--- src/design/brake_seq_pkg.sv ---
// constants, register map and state type of the brake release sequencer
package brake_seq_pkg;

  // ***************************************************
  // timing
  // ***************************************************
  localparam int CLK_PERIOD_NS = 20;
  localparam int WAIT_STEP_US = 10000;
  localparam int WAIT_TICK_CYCLES = WAIT_STEP_US * 1000 / CLK_PERIOD_NS;

  // ***************************************************
  // register byte offsets
  // ***************************************************
  localparam logic [7:0] OFS_CTRL = 8'h00;
  localparam logic [7:0] OFS_TIMES_A = 8'h04;
  localparam logic [7:0] OFS_TIMES_B = 8'h08;
  localparam logic [7:0] OFS_FREQ = 8'h0C;
  localparam logic [7:0] OFS_CMD_FREQ = 8'h10;
  localparam logic [7:0] OFS_REL_CUR = 8'h14;
  localparam logic [7:0] OFS_IN_FUNC_LO = 8'h18;
  localparam logic [7:0] OFS_IN_FUNC_HI = 8'h1C;
  localparam logic [7:0] OFS_OUT_FUNC_LO = 8'h20;
  localparam logic [7:0] OFS_OUT_FUNC_HI = 8'h24;
  localparam logic [7:0] OFS_STATUS = 8'h28;

  // ***************************************************
  // fields, limits, codes
  // ***************************************************
  localparam int CTRL_RUN_BIT = 2;
  localparam int CTRL_CLEAR_BIT = 3;
  localparam int HI_FIELD_LSB = 16;
  localparam logic [1:0] BRAKE_EN_OFF = 2'h0;
  localparam logic [1:0] BRAKE_EN_ON = 2'h1;
  localparam logic [8:0] WAIT_TIME_MAX = 9'h1F4;
  localparam logic [15:0] FREQ_MAX = 16'h9C40;
  localparam logic [11:0] CUR_MAX = 12'h7D0;
  localparam logic [11:0] CUR_MAX_LARGE = 12'h708;
  localparam logic [7:0] IN_FUNC_CONFIRM = 8'h2C;
  localparam logic [7:0] OUT_FUNC_RELEASE = 8'h13;
  localparam logic [7:0] OUT_FUNC_ERROR = 8'h14;
  localparam logic [7:0] BRAKE_ERROR_TRIP_CODE = 8'h24;
  localparam logic [7:0] TRIP_CODE_NONE = 8'h00;
  localparam logic [7:0] FUNC_RESET = 8'hFF;

  typedef enum logic [3:0] {
    ST_IDLE, ST_BYPASS, ST_TO_REL, ST_REL_WAIT, ST_CONF_ON, ST_ACC_WAIT,
    ST_RUN, ST_TO_APPLY, ST_CONF_OFF, ST_STOP_WAIT, ST_TO_ZERO, ST_TRIP
  } brake_state_t;

endpackage

--- src/design/brake_wait_timer.sv ---
// wait timer counting 10 ms steps up to a loaded limit
module brake_wait_timer
  import brake_seq_pkg::*;
(
  // clock and reset
  input wire logic pclk,
  input wire logic presetn,
  // control
  input wire logic start,
  input wire logic step,
  input wire logic [8:0] limit,
  // result
  output logic done
);

  logic [8:0] count_reg;
  logic [8:0] limit_reg;
  logic running_reg;

  // restart on start, count one per step until the limit
  always_ff @(posedge pclk or negedge presetn)
  begin
    if (!presetn)
    begin
      count_reg <= 9'h000;
      limit_reg <= 9'h000;
      running_reg <= 1'b0;
    end
    else if (start)
    begin
      count_reg <= 9'h000;
      limit_reg <= limit;
      running_reg <= 1'b1;
    end
    else if (running_reg && step && count_reg < limit_reg)
    begin
      count_reg <= count_reg + 9'h001;
    end
  end

  // a pending start hides the expiry of the previous wait
  assign done = running_reg && !start && (count_reg == limit_reg);

endmodule

--- src/design/brake_release_sequencer.sv ---
// brake release sequencer with apb registers and terminal routing
//
// The implementer's own choices: the register addresses and the APB interface to the registers.
module brake_release_sequencer
  import brake_seq_pkg::*;
#(
  parameter int TICK_CYCLES = WAIT_TICK_CYCLES,
  parameter int IN_TERMS = 8,
  parameter int OUT_TERMS = 5,
  parameter bit LARGE_RATING = 1'b0
)(
  // clock and reset
  input wire logic pclk,
  input wire logic presetn,
  // apb slave
  input wire logic psel,
  input wire logic penable,
  input wire logic pwrite,
  input wire logic [7:0] paddr,
  input wire logic [31:0] pwdata,
  output logic [31:0] prdata,
  output logic pready,
  output logic pslverr,
  // drive feedback, 0.01 Hz and 0.1 % of rated current
  input wire logic [15:0] out_freq,
  input wire logic [11:0] out_current,
  // drive commands
  output logic drive_run,
  output logic ramp_hold,
  output logic [15:0] freq_target,
  // terminals
  input wire logic [IN_TERMS-1:0] in_terminals,
  output logic [OUT_TERMS-1:0] out_terminals,
  output logic brake_release_out,
  output logic brake_error_out
);

  // ***************************************************
  // declarations
  // ***************************************************
  brake_state_t state_reg;
  logic [1:0] brake_ctrl_enable_reg;
  logic run_reg;
  logic clear_reg;
  logic [8:0] release_wait_time_reg;
  logic [8:0] accel_wait_time_reg;
  logic [8:0] stop_wait_time_reg;
  logic [8:0] confirm_wait_time_reg;
  logic [15:0] release_frequency_reg;
  logic [15:0] brake_apply_frequency_reg;
  logic [15:0] cmd_freq_reg;
  logic [11:0] release_current_reg;
  logic [7:0] in_func_reg [IN_TERMS];
  logic [7:0] out_func_reg [OUT_TERMS];
  logic [IN_TERMS-1:0] in_meta_reg;
  logic [IN_TERMS-1:0] in_sync_reg;
  logic [31:0] presc_reg;
  logic step_reg;
  logic tmr_start_reg;
  logic [8:0] tmr_limit_reg;
  logic tmr_done;
  logic brake_release_reg;
  logic brake_error_reg;
  logic [7:0] trip_code_reg;
  logic [31:0] rdata_next;
  logic [IN_TERMS-1:0] confirm_mask;
  logic confirm_assigned;
  logic confirm;
  logic fail_next;
  logic setup;
  logic wr;

  // clamp a wait time to its top value
  function automatic logic [8:0] clamp_time(input logic [31:0] v);
    clamp_time = (v[15:0] > 16'(WAIT_TIME_MAX)) ? WAIT_TIME_MAX : v[8:0];
  endfunction

  // clamp a frequency to its top value
  function automatic logic [15:0] clamp_freq(input logic [15:0] v);
    clamp_freq = (v > FREQ_MAX) ? FREQ_MAX : v;
  endfunction

  // ***************************************************
  // apb slave
  // ***************************************************
  assign setup = psel && !penable;
  assign wr = psel && penable && pready && pwrite && !pslverr;

  // read data and decode error prepared in the setup cycle
  always_comb
  begin
    rdata_next = 32'h0000_0000;
    case (paddr)
      OFS_CTRL: rdata_next = {29'h0, run_reg, brake_ctrl_enable_reg};
      OFS_TIMES_A: rdata_next = {7'h0, accel_wait_time_reg, 7'h0, release_wait_time_reg};
      OFS_TIMES_B: rdata_next = {7'h0, confirm_wait_time_reg, 7'h0, stop_wait_time_reg};
      OFS_FREQ: rdata_next = {brake_apply_frequency_reg, release_frequency_reg};
      OFS_CMD_FREQ: rdata_next = {16'h0, cmd_freq_reg};
      OFS_REL_CUR: rdata_next = {20'h0, release_current_reg};
      OFS_IN_FUNC_LO: rdata_next = {in_func_reg[3], in_func_reg[2], in_func_reg[1], in_func_reg[0]};
      OFS_IN_FUNC_HI: rdata_next = {in_func_reg[7], in_func_reg[6], in_func_reg[5], in_func_reg[4]};
      OFS_OUT_FUNC_LO: rdata_next = {out_func_reg[3], out_func_reg[2], out_func_reg[1], out_func_reg[0]};
      OFS_OUT_FUNC_HI: rdata_next = {24'h0, out_func_reg[4]};
      OFS_STATUS: rdata_next = {16'h0, trip_code_reg, 1'b0, confirm_assigned, brake_error_reg,
                                brake_release_reg, state_reg};
      default: rdata_next = 32'h0000_0000;
    endcase
  end

  // zero wait states: ready in the first access cycle
  always_ff @(posedge pclk or negedge presetn)
  begin
    if (!presetn)
    begin
      pready <= 1'b0;
      pslverr <= 1'b0;
      prdata <= 32'h0000_0000;
    end
    else
    begin
      pready <= setup;
      pslverr <= setup && (paddr > OFS_STATUS || paddr[1:0] != 2'h0);
      if (setup)
      begin
        prdata <= rdata_next;
      end
    end
  end

  // register writes; wait times, frequencies and release current are clamped into their legal span
  always_ff @(posedge pclk or negedge presetn)
  begin
    if (!presetn)
    begin
      brake_ctrl_enable_reg <= BRAKE_EN_OFF;
      run_reg <= 1'b0;
      clear_reg <= 1'b0;
      release_wait_time_reg <= 9'h000;
      accel_wait_time_reg <= 9'h000;
      stop_wait_time_reg <= 9'h000;
      confirm_wait_time_reg <= 9'h000;
      release_frequency_reg <= 16'h0000;
      brake_apply_frequency_reg <= 16'h0000;
      cmd_freq_reg <= 16'h0000;
      release_current_reg <= 12'h000;
      for (int i = 0; i < IN_TERMS; i++)
      begin
        in_func_reg[i] <= FUNC_RESET;
      end
      for (int i = 0; i < OUT_TERMS; i++)
      begin
        out_func_reg[i] <= FUNC_RESET;
      end
    end
    else
    begin
      clear_reg <= wr && paddr == OFS_CTRL && pwdata[CTRL_CLEAR_BIT];
      if (wr)
      begin
        case (paddr)
          OFS_CTRL:
          begin
            brake_ctrl_enable_reg <= pwdata[1:0];
            run_reg <= pwdata[CTRL_RUN_BIT];
          end
          OFS_TIMES_A:
          begin
            release_wait_time_reg <= clamp_time({16'h0, pwdata[15:0]});
            accel_wait_time_reg <= clamp_time({16'h0, pwdata[31:HI_FIELD_LSB]});
          end
          OFS_TIMES_B:
          begin
            stop_wait_time_reg <= clamp_time({16'h0, pwdata[15:0]});
            confirm_wait_time_reg <= clamp_time({16'h0, pwdata[31:HI_FIELD_LSB]});
          end
          OFS_FREQ:
          begin
            release_frequency_reg <= clamp_freq(pwdata[15:0]);
            brake_apply_frequency_reg <= clamp_freq(pwdata[31:HI_FIELD_LSB]);
          end
          OFS_CMD_FREQ: cmd_freq_reg <= clamp_freq(pwdata[15:0]);
          OFS_REL_CUR:
          begin
            if (pwdata[15:0] > 16'(LARGE_RATING ? CUR_MAX_LARGE : CUR_MAX))
            begin
              release_current_reg <= LARGE_RATING ? CUR_MAX_LARGE : CUR_MAX;
            end
            else
            begin
              release_current_reg <= pwdata[11:0];
            end
          end
          OFS_IN_FUNC_LO:
          begin
            for (int i = 0; i < 4; i++)
            begin
              in_func_reg[i] <= pwdata[8*i +: 8];
            end
          end
          OFS_IN_FUNC_HI:
          begin
            for (int i = 0; i < 4; i++)
            begin
              in_func_reg[i+4] <= pwdata[8*i +: 8];
            end
          end
          OFS_OUT_FUNC_LO:
          begin
            for (int i = 0; i < 4; i++)
            begin
              out_func_reg[i] <= pwdata[8*i +: 8];
            end
          end
          OFS_OUT_FUNC_HI: out_func_reg[4] <= pwdata[7:0];
          default: ;
        endcase
      end
    end
  end

  // ***************************************************
  // input terminals and wait timer
  // ***************************************************
  // two-flop synchroniser on the terminal pins
  always_ff @(posedge pclk or negedge presetn)
  begin
    if (!presetn)
    begin
      in_meta_reg <= '0;
      in_sync_reg <= '0;
    end
    else
    begin
      in_meta_reg <= in_terminals;
      in_sync_reg <= in_meta_reg;
    end
  end

  // confirm is any terminal carrying the confirm function
  always_comb
  begin
    for (int i = 0; i < IN_TERMS; i++)
    begin
      confirm_mask[i] = (in_func_reg[i] == IN_FUNC_CONFIRM);
    end
  end
  assign confirm_assigned = |confirm_mask;
  assign confirm = |(confirm_mask & in_sync_reg);

  // 10 ms step prescaler
  always_ff @(posedge pclk or negedge presetn)
  begin
    if (!presetn)
    begin
      presc_reg <= 32'h0000_0000;
      step_reg <= 1'b0;
    end
    else
    begin
      step_reg <= (presc_reg == 32'(TICK_CYCLES - 1));
      presc_reg <= (presc_reg == 32'(TICK_CYCLES - 1)) ? 32'h0000_0000 : presc_reg + 32'h1;
    end
  end

  brake_wait_timer u_timer (
    .pclk(pclk),
    .presetn(presetn),
    .start(tmr_start_reg),
    .step(step_reg),
    .limit(tmr_limit_reg),
    .done(tmr_done)
  );

  // ***************************************************
  // sequencer
  // ***************************************************
  // failure conditions of the current state
  always_comb
  begin
    case (state_reg)
      ST_REL_WAIT: fail_next = tmr_done && run_reg && out_current < release_current_reg;
      ST_CONF_ON: fail_next = tmr_done && !confirm;
      ST_ACC_WAIT, ST_RUN, ST_TO_APPLY: fail_next = confirm_assigned && !confirm;
      ST_CONF_OFF: fail_next = tmr_done && confirm;
      default: fail_next = 1'b0;
    endcase
  end

  // state, brake release, brake error and trip code
  always_ff @(posedge pclk or negedge presetn)
  begin
    if (!presetn)
    begin
      state_reg <= ST_IDLE;
      brake_release_reg <= 1'b0;
      brake_error_reg <= 1'b0;
      trip_code_reg <= TRIP_CODE_NONE;
      tmr_start_reg <= 1'b0;
      tmr_limit_reg <= 9'h000;
    end
    else
    begin
      tmr_start_reg <= 1'b0;
      if (fail_next)
      begin
        state_reg <= ST_TRIP;
        brake_release_reg <= 1'b0;
        brake_error_reg <= 1'b1;
        trip_code_reg <= BRAKE_ERROR_TRIP_CODE;
      end
      else
      begin
        case (state_reg)
          ST_IDLE:
          begin
            if (run_reg)
            begin
              state_reg <= (brake_ctrl_enable_reg == BRAKE_EN_ON) ? ST_TO_REL : ST_BYPASS;
            end
          end
          ST_BYPASS:
          begin
            if (!run_reg && out_freq == 16'h0000)
            begin
              state_reg <= ST_IDLE;
            end
          end
          ST_TO_REL:
          begin
            if (!run_reg)
            begin
              state_reg <= ST_TO_ZERO;
            end
            else if (out_freq >= release_frequency_reg)
            begin
              state_reg <= ST_REL_WAIT;
              tmr_start_reg <= 1'b1;
              tmr_limit_reg <= release_wait_time_reg;
            end
          end
          ST_REL_WAIT:
          begin
            if (!run_reg)
            begin
              state_reg <= ST_TO_ZERO;
            end
            else if (tmr_done)
            begin
              brake_release_reg <= 1'b1;
              tmr_start_reg <= 1'b1;
              state_reg <= confirm_assigned ? ST_CONF_ON : ST_ACC_WAIT;
              tmr_limit_reg <= confirm_assigned ? confirm_wait_time_reg : accel_wait_time_reg;
            end
          end
          ST_CONF_ON:
          begin
            if (confirm)
            begin
              state_reg <= ST_ACC_WAIT;
              tmr_start_reg <= 1'b1;
              tmr_limit_reg <= accel_wait_time_reg;
            end
          end
          ST_ACC_WAIT:
          begin
            if (!run_reg)
            begin
              state_reg <= ST_TO_APPLY;
            end
            else if (tmr_done)
            begin
              state_reg <= ST_RUN;
            end
          end
          ST_RUN:
          begin
            if (!run_reg)
            begin
              state_reg <= ST_TO_APPLY;
            end
          end
          ST_TO_APPLY:
          begin
            if (out_freq <= brake_apply_frequency_reg)
            begin
              brake_release_reg <= 1'b0;
              tmr_start_reg <= 1'b1;
              state_reg <= confirm_assigned ? ST_CONF_OFF : ST_STOP_WAIT;
              tmr_limit_reg <= confirm_assigned ? confirm_wait_time_reg : stop_wait_time_reg;
            end
          end
          ST_CONF_OFF:
          begin
            if (!confirm)
            begin
              state_reg <= ST_STOP_WAIT;
              tmr_start_reg <= 1'b1;
              tmr_limit_reg <= stop_wait_time_reg;
            end
          end
          ST_STOP_WAIT:
          begin
            if (tmr_done)
            begin
              state_reg <= ST_TO_ZERO;
            end
          end
          ST_TO_ZERO:
          begin
            if (out_freq == 16'h0000)
            begin
              state_reg <= ST_IDLE;
            end
          end
          ST_TRIP:
          begin
            if (clear_reg)
            begin
              state_reg <= ST_IDLE;
              brake_error_reg <= 1'b0;
            end
          end
          default: state_reg <= ST_IDLE;
        endcase
      end
    end
  end

  // ***************************************************
  // drive commands and output terminals
  // ***************************************************
  // frequency target, hold and run follow the state
  always_ff @(posedge pclk or negedge presetn)
  begin
    if (!presetn)
    begin
      freq_target <= 16'h0000;
      ramp_hold <= 1'b0;
      drive_run <= 1'b0;
    end
    else
    begin
      drive_run <= state_reg != ST_IDLE && state_reg != ST_TRIP;
      ramp_hold <= state_reg inside {ST_REL_WAIT, ST_CONF_ON, ST_ACC_WAIT, ST_CONF_OFF, ST_STOP_WAIT};
      case (state_reg)
        ST_BYPASS: freq_target <= run_reg ? cmd_freq_reg : 16'h0000;
        ST_TO_REL, ST_REL_WAIT, ST_CONF_ON, ST_ACC_WAIT: freq_target <= release_frequency_reg;
        ST_RUN: freq_target <= cmd_freq_reg;
        ST_TO_APPLY, ST_CONF_OFF, ST_STOP_WAIT: freq_target <= brake_apply_frequency_reg;
        default: freq_target <= 16'h0000;
      endcase
    end
  end

  // terminal routing by function code
  always_ff @(posedge pclk or negedge presetn)
  begin
    if (!presetn)
    begin
      out_terminals <= '0;
      brake_release_out <= 1'b0;
      brake_error_out <= 1'b0;
    end
    else
    begin
      brake_release_out <= brake_release_reg;
      brake_error_out <= brake_error_reg;
      for (int i = 0; i < OUT_TERMS; i++)
      begin
        out_terminals[i] <= (out_func_reg[i] == OUT_FUNC_RELEASE && brake_release_reg) ||
                            (out_func_reg[i] == OUT_FUNC_ERROR && brake_error_reg);
      end
    end
  end
endmodule

--- config.mk ---
export PLATFORM = sky130hd
export DESIGN_NAME = brake_release_sequencer
export DESIGN_NICKNAME = d
export VERILOG_FILES = /design/src/design/brake_seq_pkg.sv /design/src/design/brake_wait_timer.sv /design/src/design/brake_release_sequencer.sv
export SDC_FILE = /design/constraint.sdc
export NUM_CORES = 1
export LEC_CHECK = 0
export BUFFER_PORTS_ARGS = -buffer_cell sky130_fd_sc_hd__buf_2
export CORE_MARGIN = 3
export CORE_UTILIZATION = 23
export CTS_CLUSTER_DIAMETER = 50
export CTS_CLUSTER_SIZE = 14
export DETAILED_ROUTE_END_ITERATION = 6
export REMOVE_ABC_BUFFERS = 1
export SYNTH_ARGS = -nofsm -noshare
export SYNTH_HDL_FRONTEND = slang
export SYNTH_SLANG_ARGS = --single-unit
--- constraint.sdc ---
create_clock -name pclk -period 6.9 [get_ports pclk]
set_input_delay 0.345 -clock pclk [delete_from_list [all_inputs] [get_ports pclk]]
set_output_delay 0.345 -clock pclk [all_outputs]
set_load 0.01 [all_outputs]
==> results.txt, run 1 <==
----------------------------------------------------
[Synthesis]
  Syn Area/Cell ... 10.7 um2
  Asr flop ratio synth ... 100%
  Count of synthesis-stage warnings from yosys ... 0
  Count of distinct cell types in the synthesized netlist ... 71
  Yosys reg bits ... 348
  Post-synth EDFFs ... 0
  Share of synthesized area occupied by flip-flops and latches ... 52.4%
  Most used flip-flop cell after synthesis ... sky130_fd_sc_hd__dfrtp_1
  Number of cells produced by synthesis ... 1,579
  Dominant cells by area after synthesis ... sky130_fd_sc_hd__dfrtp_1 36%, sky130_fd_sc_hd__dfstp_2 16%, sky130_fd_sc_hd__mux2_2 7.3%
  Library cell occupying the most area in the post-synthesis netlist ... sky130_fd_sc_hd__dfrtp_1
  Post-synthesis cell area ... 16,900 um2
  Share of Yosys cell area claimed by the top area cell type ... 36.2%

[Power]
  Pint ... 0.00379 W
  Clock network power share ... 41.9%
  Register share of total power ... 42.2%
  Net switching power figure ... 0.00157 W
  PD cells ... 266 nW/um2
  Static leakage power ... 8.56 nW
  Share of total power in combinational logic ... 15.9%
  Sw Share ... 29.3%
  Worst vdd rail ir drop ... 0.132 mV

[Status]
  Violated checks ... design-rule violations
  Run status ... finished, violations left

[CTS]
  Root buffer cell ... sky130_fd_sc_hd__clkbuf_16
  CTS max path bufs ... 3
  Total of cells resized after clock tree synthesis ... 0
  Source-to-sink clock delay at the later pin of the worst-skew pair ... 570 ps
  H-tree levels ... 2
  TritonCTS Buffers ... 39
  Clock slew at reported path FFs ... 70 ps
  Setup repair bufs after CTS ... 0
  CTS sink cnt ... 348
  Clock tree from TritonCTS ... yes

[Global route]
  Number of antenna violations at the first check in global routing ... 9
  Overall Global Routing Usage ... 14.6%
  Number of global-route vias before repair ... 13,640
  Largest net degree at the start of global routing ... 180
  Remaining global-route overflow ... 0
  Wire length of the first global-routing pass ... 87,600 um

[Drt]
  Number of design-rule violations left by the first detailed-router iteration ... 1,302
  WL final ... 57,600 um
  Routed vias/inst ... 5.06
  DRC violations left ... 6
  Routed vias ... 13,617
  Average wire per cell in the routed design ... 21.4 um
  Number of detailed-routing iterations run before antenna repair ... 7
  Antenna violation net count after detailed routing ... 0

[Floorplan]
  Count of standard-cell rows ... 98
  DIE HEIGHT ... 277 um
  Die ar. ... 76,600 um2
  Area of the placeable core ... 72,100 um2
  Die extent in x ... 277 um
  Total I/O pin count ... 140
  Starting density of the core ... 23.4%

[Final layout]
  Commonest non-fill, non-tap cells in the layout ... 244 x sky130_fd_sc_hd__dfrtp_1, 167 x sky130_fd_sc_hd__nand2_1, 138 x sky130_fd_sc_hd__buf_2
  Utilization after layout ... 27.9%
  Commonest non-fill, non-tap cell in the layout ... sky130_fd_sc_hd__dfrtp_1
  Nets@finish ... 1,844
  Number of non-filler instances in the completed layout ... 2,692
  Share of post-route cells with drive strength above 1 ... 26.9%
  Area Growth Syn to Fin ... 19.2%
  Max reg flops ... 64

[Place]
  HPWL reported at the end of detailed placement ... 41,400 um
  GPL Wtd Cong ... 0.969
  Placed Cells ... 2,608
  PortBufs ... 139
  Setup slack after placement ... 3410 ps

[Critical path]
  Worst path arrival time ... 4030 ps
  CP startpoint kind ... flip-flop
  CP Capture Type ... flip-flop
  Top fanout value on the critical path ... 9
  CP Class ... flip-flop to flip-flop
  Required time worst endpoint ... 7350 ps

[Timing]
  Time the worst path needs with I/O delays and setup ... 3580 ps
  Worst-Margin Slew ... 1290 ps
  Slew margin rel. ... 13.6%
  Final setup fails ... 0
  Final-report max-slew violation count ... 0
  Final setup skew ... 25.6 ps
  Maximum clock rate ... 0.279 GHz
  Setup repair after global routing missed its margin ... false
  Setup Total Neg Slack ... 0 ps
  Post-route clock period utilization ... 51.9%
  Final hold violations ... 0
  Setup slack after layout ... 3320 ps

[Hold path]
  Class of the worst hold path ... input pin to flip-flop

[Job]
  Max_cap viols ... 0

----------------------------------------------------
## timing repair
item,in CTS,in global routing
endpoints found under the hold margin,83,0
hold buffers,9,0
setup endpoints to repair,0,0
## path summary, 6_finish.rpt
| path | startpoint | end | slack (ps) | depth (start not counted) |
|---|---|---|---|---|
| min in group asynchronous | presetn | brake_ctrl_enable_reg[0]$_DFFE_PN0P_ | 450 | 2 |
| worst min register to register | in_meta_reg[3]$_DFF_PN0_ | in_sync_reg[3]$_DFF_PN0_ | 340 | 0 |
| worst max-delay path | in_func_reg[13]$_DFFE_PN1P_ | tmr_limit_reg[8]$_DFFE_PN0P_ | 3320 | 10 |
| worst max register to register | in_func_reg[13]$_DFFE_PN1P_ | tmr_limit_reg[8]$_DFFE_PN0P_ | 3320 | 10 |
| max in group asynchronous | presetn | in_sync_reg[7]$_DFF_PN0_ | 4870 | 3 |
| worst min-delay path | pwdata[25] | brake_apply_frequency_reg[9]$_DFFE_PN0P_ | 100 | 2 |
## synthesized netlist by cell type, drive strengths merged, types with 18 or more instances
library cell  number
mux2             119
nor2             118
o21ai            103
clkbuf            68
a22o              23
nor2b             18
xnor2             18
nand4             19
xor2              18
dfstp            104
dfrtp            244
a22oi             53
nor3              26
ha                55
a222oi            37
a21oi             51
nand2            168
a221oi            21
nand3             41
inv               78
## per-layer routing
metal | wire length [um] | global-route usage, %
met1 | 24600 | 19.7
met2 | 26600 | 23.2
met3 | 4810 | 3.21
met4 | 1550 | 4.80
met5 | 31 | 0
## metrics by stage
| stage | hold WS [ps] | cell area, um2 | power, W |
|---|---|---|---|
| 6_report | 104 | 20100 | 0.00536 |
| 5_1_grt | 113 | 20100 | 0.00558 |
| 4_1_cts | 72.2 | 20100 | 0.00539 |
| 3_5_place_dp | 336 | 18600 | 0.00313 |
| 3_3_place_gp | 337 | 18600 | 0.00311 |
| 2_1_floorplan | 49.4 | 16500 | 0.00277 |
## worst max-delay path: stages, from the launching register on
cell                      delay, ps
sky130_fd_sc_hd__dfstp_2        540
sky130_fd_sc_hd__or4b_1         450
sky130_fd_sc_hd__nor4_2         570
sky130_fd_sc_hd__a32o_2         250
sky130_fd_sc_hd__nor3_2         100
sky130_fd_sc_hd__ha_1           310
sky130_fd_sc_hd__nand2_1         70
sky130_fd_sc_hd__o22ai_1        100
sky130_fd_sc_hd__a41oi_4        430
sky130_fd_sc_hd__nand3_4        270
sky130_fd_sc_hd__mux2_4         360
## power by group through the flow
stage	registers, W	logic, W	clock network (W)
floorplan	0.00226	0.000509	0
global placement	0.00229	0.000820	0
detailed placement	0.00229	0.000837	0
CTS	0.00226	0.000846	0.00229
global route	0.00227	0.000937	0.00237
finish	0.00226	0.000851	0.00225
## area by class of cell
class                   count  area [um2]
clock buffers              52        1090
flip-flops and latches    348        8840
diodes                      3        7.51
well taps                 950        1190
multi-input cells        1073        7430
inverters                  78         293
fillers                  7533       52000
clock inverters            20         299
repair buffers            168         958
## logic make-up (layout without fill, tap and decap cells)
| family | count (synthesis) | in the layout | share of synthesized area [%] |
|---|---|---|---|
| AO/OA/AOI/OAI | 367 | 367 | 15.2 |
| other | 0 | 3 | 0 |
| AND/OR/NAND/NOR | 492 | 492 | 14.4 |
| flip-flops | 348 | 348 | 52.4 |
| adder cells (fa/ha/maj) | 55 | 55 | 4.08 |
| buffers and inverters | 158 | 318 | 3.56 |
| multiplexers | 123 | 123 | 8.39 |
| XOR/XNOR | 36 | 36 | 1.87 |
(Power assumes the default switching activity.)
==> run 2, diff against run 1 <==
==> constraint.sdc (replaced) <==
create_clock -name pclk -period 3.35 [get_ports pclk]
set_input_delay 0.1675 -clock pclk [delete_from_list [all_inputs] [get_ports pclk]]
set_output_delay 0.1675 -clock pclk [all_outputs]
set_load 0.01 [all_outputs]
==> results.txt, run 2 (same netlist as run 1, synthesis figures left out) <==
----------------------------------------------------
[Job]
  Max_cap viols ... 0

[Power]
  Worst vdd rail ir drop ... 0.421 mV
  Pint ... 0.00792 W
  Clock network power share ... 42.2%
  PD cells ... 545 nW/um2
  Static leakage power ... 8.87 nW
  Register share of total power ... 40.5%
  Share of total power in combinational logic ... 17.3%
  Net switching power figure ... 0.00337 W
  Sw Share ... 29.9%

[Drt]
  Antenna violation net count after detailed routing ... 0
  Average wire per cell in the routed design ... 21.1 um
  WL final ... 58,200 um
  Routed vias/inst ... 4.96
  Routed vias ... 13,651
  DRC violations left ... 0
  Number of design-rule violations left by the first detailed-router iteration ... 1,457
  Number of detailed-routing iterations run before antenna repair ... 7

[CTS]
  Clock tree from TritonCTS ... yes
  Source-to-sink clock delay at the later pin of the worst-skew pair ... 580 ps
  CTS sink cnt ... 348
  TritonCTS Buffers ... 41
  Setup repair bufs after CTS ... 0
  Number of buffers inserted by hold repair at cts ... 45
  H-tree levels ... 2
  Root buffer cell ... sky130_fd_sc_hd__clkbuf_16
  CTS max path bufs ... 3
  Total of cells resized after clock tree synthesis ... 0
  Clock slew at reported path FFs ... 60 ps

[Place]
  Instance area after placement ... 18,800 um2
  HPWL reported at the end of detailed placement ... 42,300 um
  PortBufs ... 139
  Placed Cells ... 2,631
  GPL Wtd Cong ... 0.890

[Critical path]
  Top fanout value on the critical path ... 9
  Worst path arrival time ... 3650 ps
  CP Capture Type ... flip-flop
  CP startpoint kind ... flip-flop
  Destination of the critical timing path ... tmr_limit_reg[1]$_DFFE_PN0P_
  CP Class ... flip-flop to flip-flop
  FF-to-FF setup slack ... 160 ps
  End of the worst register-to-register path ... tmr_limit_reg[1]$_DFFE_PN0P_
  Reg-to-reg startpoint ... u_timer.count_reg[0]$_DFFE_PN0P_
  Required time worst endpoint ... 3810 ps
  Count of cells along the worst register-to-register path ... 10
  Source of the critical timing path ... u_timer.count_reg[0]$_DFFE_PN0P_

[Status]
  Run status ... finished clean

[Timing]
  Worst Hold Slack ... 65.4 ps
  Final setup fails ... 0
  Slew margin rel. ... 22.0%
  Final setup skew ... 15.7 ps
  Setup repair after global routing missed its margin ... false
  Final hold violations ... 0
  Final-report max-slew violation count ... 0
  Maximum clock rate ... 0.313 GHz
  Time the worst path needs with I/O delays and setup ... 3190 ps
  Post-route clock period utilization ... 95.3%
  Worst-Margin Slew ... 1170 ps

[Floorplan]
  Die extent in x ... 277 um
  Starting density of the core ... 23.4%
  DIE HEIGHT ... 277 um
  Die ar. ... 76,600 um2
  Total I/O pin count ... 140
  Area of the placeable core ... 72,100 um2
  Count of standard-cell rows ... 98

[Final layout]
  Commonest non-fill, non-tap cells in the layout ... 244 x sky130_fd_sc_hd__dfrtp_1, 167 x sky130_fd_sc_hd__nand2_1, 138 x sky130_fd_sc_hd__buf_2
  Utilization after layout ... 28.7%
  Nets@finish ... 1,905
  Number of fill cells ... 7,552
  Commonest non-fill, non-tap cell in the layout ... sky130_fd_sc_hd__dfrtp_1
  Number of non-filler instances in the completed layout ... 2,753
  Max reg flops ... 64
  Area Growth Syn to Fin ... 22.8%
  Share of post-route cells with drive strength above 1 ... 27.4%
  Summed area of non-filler cells in the final layout ... 20,700 um2

[Global route]
  Number of antenna violations at the first check in global routing ... 2
  Number of global-route vias before repair ... 13,812
  Largest net degree at the start of global routing ... 100
  Overall Global Routing Usage ... 14.9%
  Remaining global-route overflow ... 0
  Wire length of the first global-routing pass ... 88,400 um

[Hold path]
  Class of the worst hold path ... input pin to flip-flop

----------------------------------------------------
## run 2: changes by cell type in the layout (fill, tap and decap cells not counted), sizes merged
cell | before | now
dlygate4sd3 | 9 | 45
buf | 159 | 182
clkinv | 3 | 11
clkinvlp | 4 | 1
diode | 3 | 1
clkbuf | 52 | 51
## run 2: area by class of cell
cell class              count  area, um2  area share, %
flip-flops and latches    348       8840           42.7
multi-input cells        1073       7430           35.9
repair buffers            227       1500           7.27
well taps                 950       1190           5.74
clock buffers              51       1080           5.23
clock inverters            25        359           1.73
inverters                  78        293           1.41
diodes                      1       2.50         0.0121
## run 2: power groups by stage
stage | clock network, W | logic, W | registers, W
after CTS | 0.00488 | 0.00195 | 0.00457
after global placement | 0 | 0.00187 | 0.00463
after floorplan | 0 | 0.00105 | 0.00466
after detailed placement | 0 | 0.00190 | 0.00464
final | 0.00477 | 0.00195 | 0.00457
after global routing | 0.00504 | 0.00215 | 0.00459
## run 2: stage by stage
step / setup WS, ps / setup TNS, ps / power (W)
after floorplan: -383 / -4340 / 0.00571
after global placement: 219 / 0 / 0.00650
after detailed placement: 152 / 0 / 0.00653
after CTS: 143 / 0 / 0.0114
after global routing: 66.2 / 0 / 0.0118
final: 158 / 0 / 0.0113
## run 2: worst min path at each step
stage	startpoint	endpoint	cells after the start
2_1_floorplan	presetn	accel_wait_time_reg[0]$_DFFE_PN0P_	0
3_3_place_gp	presetn	out_terminals[4]$_DFF_PN0_	1
3_5_place_dp	presetn	out_terminals[4]$_DFF_PN0_	1
4_1_cts	pwdata[22]	accel_wait_time_reg[6]$_DFFE_PN0P_	3
5_1_grt	pwdata[22]	in_func_reg[14]$_DFFE_PN1P_	2
6_report	pwdata[22]	accel_wait_time_reg[6]$_DFFE_PN0P_	3
## run 2: worst max-delay path, stage by stage, from the launching register on
cell and delay, ps:
sky130_fd_sc_hd__dfrtp_1 450, sky130_fd_sc_hd__inv_1 80, sky130_fd_sc_hd__ha_1 270, sky130_fd_sc_hd__nand4b_1 110, sky130_fd_sc_hd__or3_1 520, sky130_fd_sc_hd__nor2_1 400, sky130_fd_sc_hd__o211ai_1 300, sky130_fd_sc_hd__o22ai_1 320
sky130_fd_sc_hd__a41oi_4 70, sky130_fd_sc_hd__nand3_4 220, sky130_fd_sc_hd__mux2_4 320
## run 2: metal layers
metal	part of all wire, %	vias up	GRT usage [%]
met3	7.3	93	3.17
li1	-	6181	-
met4	3.3	0	5.00
met2	45	542	23.5
met5	0	-	0
met1	44	6835	20.2
